### config.mk
export PLATFORM = sky130hd
export DESIGN_NAME = edge_capture_unit
export DESIGN_NICKNAME = d
export VERILOG_FILES = /design/src/verilog/ecu_pkg.sv /design/src/verilog/ecu_edge_if.sv /design/src/verilog/ecu_edge_detect.sv /design/src/verilog/edge_capture_unit.sv
export VERILOG_INCLUDE_DIRS = /design/src /design/src/verilog
export SDC_FILE = /design/constraint.sdc
export NUM_CORES = 1
export LEC_CHECK = 0
export ABC_CLOCK_PERIOD_IN_PS = 2150
export BUFFER_PORTS_ARGS = -buffer_cell sky130_fd_sc_hd__buf_2
export CORE_MARGIN = 8
export CORE_UTILIZATION = 35
export CTS_BUF_LIST = sky130_fd_sc_hd__clkbuf_16
export DETAILED_ROUTE_END_ITERATION = 7
export GPL_TIMING_DRIVEN = 0
export HOLD_SLACK_MARGIN = 0.02
export PLACE_DENSITY = 0.71
export SLEW_MARGIN = 0
export SYNTH_ARGS = -nofsm -noshare
export SYNTH_HDL_FRONTEND = slang
export SYNTH_SLANG_ARGS = --single-unit
### constraint.sdc
create_clock -name ref_clk -period 2.15 [get_ports ref_clk]
set_input_delay 0.1075 -clock ref_clk [delete_from_list [all_inputs] [get_ports ref_clk]]
set_output_delay 0.1075 -clock ref_clk [all_outputs]
set_load 0.02 [all_outputs]
### src/verilog/ecu_defs.svh
// How it works
// - Capture event copies 16-bit timer count
// - Mode picks falling, rising, 4th, 16th, any edge
// - Each capture sets flag; software clears it
// - New capture overwrites unread held value
// - Source select field chooses monitored input
// - Pin level still observed when driven out
// - Mode change may raise spurious flag
// - Prescaler cleared when off, not capture, reset
// - Prescaler change needs control cleared first
// - Only first or third timer; first default
// - Units may share one timer resource
// - Holding register readable as two bytes
// - Sleep stops instruction-clocked timer, external continues
`ifndef ECU_DEFS_SVH
`define ECU_DEFS_SVH
`define ECU_MODE_OFF     4'h0
`define ECU_MODE_ANY     4'h3
`define ECU_MODE_FALL    4'h4
`define ECU_MODE_RISE    4'h5
`define ECU_MODE_RISE4   4'h6
`define ECU_MODE_RISE16  4'h7
`define ECU_PRE_MAX4     4'h3
`define ECU_PRE_MAX16    4'hF
`define ECU_PRE_ONE      4'h1
`define ECU_PRE_ZERO     4'h0
`define ECU_COUNT_ZERO   16'h0000
`define ECU_SRC_PIN      2'h0
`define ECU_SRC_INT0     2'h1
`define ECU_SRC_INT1     2'h2
`define ECU_TMR_FIRST    1'h0
`endif

### src/verilog/ecu_pkg.sv
package ecu_pkg;
  typedef logic [15:0] ecu_count_t;
  typedef logic [3:0]  ecu_mode_t;
  typedef logic [1:0]  ecu_src_t;
endpackage : ecu_pkg

### src/verilog/ecu_edge_if.sv
`timescale 1ns/1ps
interface ecu_edge_if;
  logic levelIn;
  logic rise;
  logic fall;
  modport detector (input levelIn, output rise, output fall);
  modport user     (output levelIn, input rise, input fall);
endinterface : ecu_edge_if

### src/verilog/ecu_edge_detect.sv
`timescale 1ns/1ps
module ecu_edge_detect (
  input  wire logic     ref_clk,
  input  wire logic     reset_n,
  ecu_edge_if.detector  edgeBus
);
  logic [2:0] sync_q;
  logic [2:0] sync_d;

  always_comb begin
    sync_d = {sync_q[1:0], edgeBus.levelIn};
  end

  // Stage 0 feeds only stage 1; edges compare stages 1 and 2
  always_ff @(posedge ref_clk or negedge reset_n) begin
    if (!reset_n) begin
      sync_q <= 3'h0;
    end else begin
      sync_q <= sync_d;
    end
  end

  assign edgeBus.rise = sync_q[1] & ~sync_q[2];
  assign edgeBus.fall = ~sync_q[1] & sync_q[2];
endmodule : ecu_edge_detect

### src/verilog/edge_capture_unit.sv
`timescale 1ns/1ps
`include "ecu_defs.svh"
module edge_capture_unit (
  input  wire logic               ref_clk,
  input  wire logic               reset_n,
  input  wire logic               unitEnable,
  input  wire ecu_pkg::ecu_mode_t captureMode,
  input  wire ecu_pkg::ecu_src_t  captureSourceSel,
  input  wire logic               captureUnitPin,
  input  wire logic [2:0]         internalSources,
  input  wire logic               timerSelect,
  input  wire ecu_pkg::ecu_count_t firstOddTimerCount,
  input  wire ecu_pkg::ecu_count_t secondOddTimerCount,
  input  wire logic               flagClear,
  output logic [7:0]              captureHoldingLow,
  output logic [7:0]              captureHoldingHigh,
  output logic                    captureEventFlag
);
  ecu_edge_if edgeBus ();

  ecu_pkg::ecu_count_t holding_q;
  ecu_pkg::ecu_count_t holding_d;
  logic                flag_q;
  logic                flag_d;
  logic [3:0]          pre_q;
  logic [3:0]          pre_d;
  logic                srcLevel;
  logic                inCapture;
  logic                event_c;
  ecu_pkg::ecu_count_t timerCount;

  // Mode decode shared by the enable logic and the checks
  function automatic logic ecu_is_capture(input ecu_pkg::ecu_mode_t mode);
    logic hit;
    hit = 1'b0;
    case (mode)
      `ECU_MODE_ANY:    hit = 1'b1;
      `ECU_MODE_FALL:   hit = 1'b1;
      `ECU_MODE_RISE:   hit = 1'b1;
      `ECU_MODE_RISE4:  hit = 1'b1;
      `ECU_MODE_RISE16: hit = 1'b1;
      default:          hit = 1'b0;
    endcase
    return hit;
  endfunction : ecu_is_capture

  // Four-bit wrap is intended: the sixteenth rise lands back on zero
  function automatic logic [3:0] ecu_pre_next(input logic [3:0] cur);
    logic [4:0] sum;
    sum = {1'b0, cur} + {1'b0, `ECU_PRE_ONE};
    return sum[3:0];
  endfunction : ecu_pre_next

  // Pin level sampled regardless of pin direction
  always_comb begin
    case (captureSourceSel)
      `ECU_SRC_PIN: srcLevel = captureUnitPin;
      `ECU_SRC_INT0: srcLevel = internalSources[0];
      `ECU_SRC_INT1: srcLevel = internalSources[1];
      default:      srcLevel = internalSources[2];
    endcase
  end

  assign edgeBus.levelIn = srcLevel;

  ecu_edge_detect uEdge (
    .ref_clk (ref_clk),
    .reset_n (reset_n),
    .edgeBus (edgeBus)
  );

  // Only the two odd timers are selectable; zero picks the first
  // Counts are plain inputs, so any number of units may share one timer
  assign timerCount = (timerSelect == `ECU_TMR_FIRST) ? firstOddTimerCount
                                                      : secondOddTimerCount;

  // No guard on mode changes: a switch may still raise the flag
  assign inCapture = unitEnable && ecu_is_capture(captureMode);

  // Prescaler is not cleared on a direct mode switch
  always_comb begin
    pre_d   = pre_q;
    event_c = 1'b0;
    if (!inCapture) begin
      pre_d = `ECU_PRE_ZERO;
    end else begin
      case (captureMode)
        `ECU_MODE_ANY:  event_c = edgeBus.rise | edgeBus.fall;
        `ECU_MODE_FALL: event_c = edgeBus.fall;
        `ECU_MODE_RISE: event_c = edgeBus.rise;
        `ECU_MODE_RISE4: begin
          if (edgeBus.rise) begin
            event_c = (pre_q >= `ECU_PRE_MAX4);
            pre_d   = event_c ? `ECU_PRE_ZERO : ecu_pre_next(pre_q);
          end
        end
        `ECU_MODE_RISE16: begin
          if (edgeBus.rise) begin
            event_c = (pre_q == `ECU_PRE_MAX16);
            pre_d   = ecu_pre_next(pre_q);
          end
        end
        default: event_c = 1'b0;
      endcase
    end
  end

  always_comb begin
    holding_d = holding_q;
    flag_d    = flag_q;
    if (flagClear) begin
      flag_d = 1'b0;
    end
    // Sleep not modelled: capture runs whenever the clock runs
    if (event_c) begin
      holding_d = timerCount;
      flag_d    = 1'b1;
    end
  end

  always_ff @(posedge ref_clk or negedge reset_n) begin
    if (!reset_n) begin
      holding_q <= `ECU_COUNT_ZERO;
      flag_q    <= 1'b0;
      pre_q     <= `ECU_PRE_ZERO;
    end else begin
      holding_q <= holding_d;
      flag_q    <= flag_d;
      pre_q     <= pre_d;
    end
  end

  // Bytes of one event only while no capture lands between reads
  assign captureHoldingLow  = holding_q[7:0];
  assign captureHoldingHigh = holding_q[15:8];
  assign captureEventFlag   = flag_q;
endmodule : edge_capture_unit

* Word-level counts from Yosys, hierarchy flattened *
Cells that the tools add are included.

word-level totals
  register bits after elaboration = 24
  latch bits = 0
  RAM bits = 0
  bits in read-only memories = 0
  input port bits = 47
  output and inout port bits = 17
  word-level logic and storage cells = 41
  memories = 0

operators by class
  add/sub/neg operators = 1
  multipliers = 0
  div/mod/pow operators = 0
  order comparisons = 1
  equality and inequality tests = 11
  shifts and indexed selects = 0
  multiplexer cells = 14
  bitwise gates (word level) = 5
  reduce and logical (&&, ||, !) cells = 5

operator list
  cell                                                                                 number
  4-bit by 3-bit == test with 1-bit output, second input constant                      4
  16-bit 2-to-1 mux                                                                    1
  4-bit 2-to-1 mux                                                                     4
  4-bit one-hot mux with 2 select lines                                                1
  1-bit 2-to-1 mux                                                                     6
  3-bit != test, second input constant                                                 2
  1-bit one-hot mux with 5 select lines                                                1
  5-bit OR reduction                                                                   1
  4-bit by 1-bit adder with 4-bit output, second input constant                        1
  4-bit by 2-bit == test with 1-bit output, second input constant                      1
  4-bit == test, second input constant                                                 1
  4-bit by 2-bit greater-or-equal comparator with 1-bit output, second input constant  1
  3-bit by 1-bit != test with 1-bit output, second input constant                      1
  1-bit one-hot mux with 3 select lines                                                1
  3-bit AND reduction                                                                  1
  1-bit bitwise AND                                                                    2
  2-bit by 1-bit == test with 1-bit output, second input constant                      1
  2-bit == test, second input constant                                                 1
  2-bit logical NOT                                                                    1
  1-bit inverter                                                                       2
  2-bit nonzero test                                                                   1
  1-bit logical AND                                                                    1
  1-bit bitwise OR                                                                     1

* Logic depth before layout (Yosys ltp) *
  depth in word-level cells = 6
  mapped depth = 8
  mapped depth without buffers = 7

* By module *
From an unflattened synthesis, not the netlist that was laid out.

unflattened totals
  cells, all modules = 99
  area, all modules = 1316.3 um2

by module, submodules not included
  module             instances  cells each  area each (um2)  sequential area each (um2)
  edge_capture_unit  1          94          1226.2           525.5
  ecu_edge_detect    1          5           90.1             75.1

* Least setup slack after synthesis *
No wires, ideal clock.

  path type = register to register
  start point = reg uEdge.sync_q[2]
  end point = reg holding_q[10]
  setup time = 0.125 ns
  data arrival time = 1.577 ns
  data required time = 2.025 ns
  path slack = 0.448 ns
  cell stages (with the launch flop) = 8
  buffers on the path = 1
  clock period less this slack = 1.702 ns
  cell sequence = dfrtp_1 inv_1 ha_1 nand3_1 a211o_1 nand2_4 buf_12 mux2_4

between the ends
  word-level cells in the longest chain between the ends = 5
  elaborated cells between the ends (all ways) = 8
  those cells by class = mux (4); bitwise (4)

ends and longest elaborated chain
  element                                         RTL line                  text
  start, declared                                 ecu_edge_detect.sv:7      logic [2:0] sync_q;
  start signal, assigned                          ecu_edge_detect.sv:19     sync_q <= sync_d;
  1-bit inverter                                  ecu_edge_detect.sv:23     assign edgeBus.rise = sync_q[1] & ~sync_q[2];
  1-bit bitwise AND                               ecu_edge_detect.sv:23
  1-bit 2-to-1 mux, or another cell as far along  edge_capture_unit.sv:98   if (edgeBus.rise) begin
  1-bit one-hot mux with 5 select lines (*)       edge_capture_unit.sv:87   case (captureMode)
  1-bit 2-to-1 mux (*)                            edge_capture_unit.sv:84   if (!inCapture) begin
  end signal, assigned                            edge_capture_unit.sv:123  holding_q <= `ECU_COUNT_ZERO;
  end signal, assigned                            edge_capture_unit.sv:127  holding_q <= holding_d;
  end, declared                                   edge_capture_unit.sv:21   ecu_pkg::ecu_count_t holding_q;

Every way passes the cells marked *; elsewhere a longest branch is shown, timed or not.
A chain may end at the register's enable or synchronous reset.

* Worst setup path after layout *
  start point = reg uEdge.sync_q[2]
  end point = reg holding_q[4]

Same word-level chain as after synthesis.

==> run_results.csv <==
group,metric,value,unit
run_status,status,"finished, final reports clean",
timing,max_slew_margin,63.9,%
routing,ant_nets,0,
worst_setup_path,slowest_stage,"dfrtp_1",
timing,fmax,527,MHz
routing,drt-vias-per-instance,4.86,
clock_tree,numCtsBuffers,3,
finish,n_antenna_cell,0,
global_route,grt_max_degree,25,
worst_setup_path,startpoint,"uEdge.sync_q[2]",
global_route,grt_pass1_wl,5350,µm
yosys,synthCells,99,
timing,slew_violations,0,
worst_hold_path,min_path_type,"input pin to flop",
finish,nFillCells,359,
yosys,yosysSeqAreaShare,45.8,%
die,core,3630,µm²
worst_hold_path,min-delay-start,"flagClear",
yosys,synth_area_per_cell,13.2,µm²
placement,gp_congestion,0.709,
finish,final_area,1770,µm²
finish,fin_util,48.7,%
routing,drc,0,
yosys,synthArstFlopShare,100,%
placement,dpl_cell_area,1680,µm²
power,powerDensity,753,nW/µm²
power,sw_frac_of_total,27.7,%
die,die-area,5960,µm²
power,p_leak,0.902,nW
worst_setup_path,required,2.28,ns
power,ir_worst_vdd,358,µV
worst_hold_path,hold_depth,3,
timing,rsz0062_at_grt,"false",
global_route,grt_usage,10.8,%
worst_setup_path,path_cells,"inv_1 -> ha_1 -> nand3_1 -> a211o_1 -> nand2_4 -> buf_12 -> mux2_4",
timing,fin_setup_tns,0,ns
timing,period_needed,1.90,ns
worst_setup_path,cp-start-kind,"flop",
timing,clock_skew,0.00271,ns
power,power_frac_clock,29.4,%
yosys,syn_nets,149,
timing,tightest_slew,0.541,ns
yosys,synth_cell_types,30,
worst_setup_path,max_stage_delay,0.38,ns
power,power,1.33,mW
yosys,ys_seq_elements,24,
die,row_count,22,
die,initial_core_util,36.1,%
power,intPower,0.964,mW
worst_setup_path,crit_path_end_kind,"flop",
power,pwr-share-seq,42.6,%
run,cap_violations,0,
global_route,grt_overflow_total,0,
worst_setup_path,worstRegToRegCells,7,
yosys,synth-warning-count,0,
finish,layout.nets,217,
timing,hold_violations,0,
power,combinationalPowerShare,28.0,%
worst_setup_path,path_max_fanout,10,
worst_setup_path,cp_data_arrival_time,2.03,ns
worst_setup_path,r2r_end,"holding_q[4]",
clock_tree,root_buffer,"clkbuf_16",
power,p_switching,0.370,mW
routing,dr.pass1.iters,4,
clock_tree,clkLatencyLatePin,0.25,ns
die,fp.dieH,77.2,µm
worst_setup_path,path_class,"flop to flop",
global_route,grt_pass1_vias,1238,
finish,final_common_cell,"buf_2",
clock_tree,cts_buffer_depth,2,
clock_tree,postCtsResizedCells,0,
routing,dr_total_vias,1040,
clock_tree,cts_tree,"done",
yosys,synthFlopType,"dfrtp_1",
clock_tree,clkTransAtPathRegs,0.06,ns
placement,place_hpwl,2700,µm
worst_setup_path,rrSetupSlack,0.25,ns
routing,drt-total-wl,3250,µm
worst_setup_path,timing.rr.start,"uEdge.sync_q[2]",
finish,drive_gt1_share,61.4,%
finish,mostFrequentLayoutCells,"buf_2, dfrtp_1, mux2_2, mux2_4, a21oi_1",
global_route,antenna_found_initial,0,
clock_tree,htree_levels,1,
finish,areaGrowthSynthToFinish,35.0,%
die,ios,64,
routing,routedWlPerCell,15.2,µm
worst_hold_path,hold_end,"captureEventFlag",
timing,min_period_over_period,88.2,%
yosys,synth_edf_count,0,
clock_tree,clock-sinks,24,
yosys,synth_area,1310,µm²
die,die_x,77.2,µm
routing,drt_iter0_markers,54,
placement,port_buffers,62,
timing,setup_viol,0,
power groups by stage:
stage | combinational [mW] | clock, mW | sequential, mW
3_5_place_dp | 0.380 | 0 | 0.575
6_report | 0.373 | 0.392 | 0.568
3_3_place_gp | 0.370 | 0 | 0.571
4_1_cts | 0.383 | 0.415 | 0.569
5_1_grt | 0.402 | 0.430 | 0.578
2_1_floorplan | 0.137 | 0 | 0.663
routing by layer:
metal | global-route usage (%) | wire length [µm]
met5 | 0 | 0
met4 | 3.96 | 35
met3 | 2.68 | 177
met2 | 23.1 | 1990
met1 | 8.98 | 1050
cell usage after synthesis, drive strengths merged, types with 2 or more instances:
library cell  instances  area share, %
inv                   2           0.57
a21oi                 5            1.9
o21ai                 4            1.5
nor2                  3           0.86
mux2                 32             30
nand3                 3            1.1
ha                    3            2.9
nand2                 2            1.1
nor3b                 2            1.1
buf                   2            1.9
nor2b                 2           0.95
dfrtp                24             46
cell type report:
cell class / count / area (µm²) / area share [%]
Timing Repair Buffer: 63 / 320 / 18.1
Clock buffer: 3 / 75.1 / 4.24
Inverter: 2 / 7.51 / 0.424
Multi-Input combinational cell: 69 / 666 / 37.6
Buffer: 4 / 37.5 / 2.12
Clock inverter: 1 / 3.75 / 0.212
Sequential cell: 24 / 601 / 33.9
Tap cell: 48 / 60.1 / 3.39
timing repair:
| action | CTS | global route |
|---|---|---|
| hold endpoints to repair | 24 | 0 |
| setup buffers | 0 | 0 |
| setup endpoints to repair | 0 | 0 |
| hold buffers | 1 | 0 |
metrics by stage:
stage               worst slack, ns  instances  hold WS [ns]
floorplan                     0.448         99        -0.188
global placement              0.323        209         0.111
detailed placement            0.250        209         0.132
CTS                           0.241        214         0.132
global route                  0.109        214         0.140
finish                        0.253        214         0.131
critical path: cells and delay by family, from the launching register on:
family,cells,cell delay [ns]
simple gates,2,0.35
flops,1,0.38
compound gates,1,0.35
mux,1,0.30
fa+ha+maj,1,0.16
buf+inv,2,0.22
registers in the layout, indices dropped and copies added (netlist names):
register          count
holding_q            16
pre_q                 4
uEdge.sync_q          3
captureEventFlag      1
worst max-delay path by stage:
stage                          endpoint  slack, ns  depth (start not counted)
after global placement     holding_q[4]       0.32                          7
after global routing       holding_q[4]       0.11                          7
after CTS                  holding_q[4]       0.24                          7
after floorplan           holding_q[10]       0.45                          7
final                      holding_q[4]       0.25                          7
after detailed placement   holding_q[4]       0.25                          7
cells by family after synthesis:
kind of cell | share of synthesized area, %
flip-flops | 45.8
AND/OR/NAND/NOR | 9.73
multiplexers | 32.8
buffers and inverters | 3.43
AO/OA/AOI/OAI | 5.34
adder cells (fa/ha/maj) | 2.86
Power figures use the tool's default switching activity.
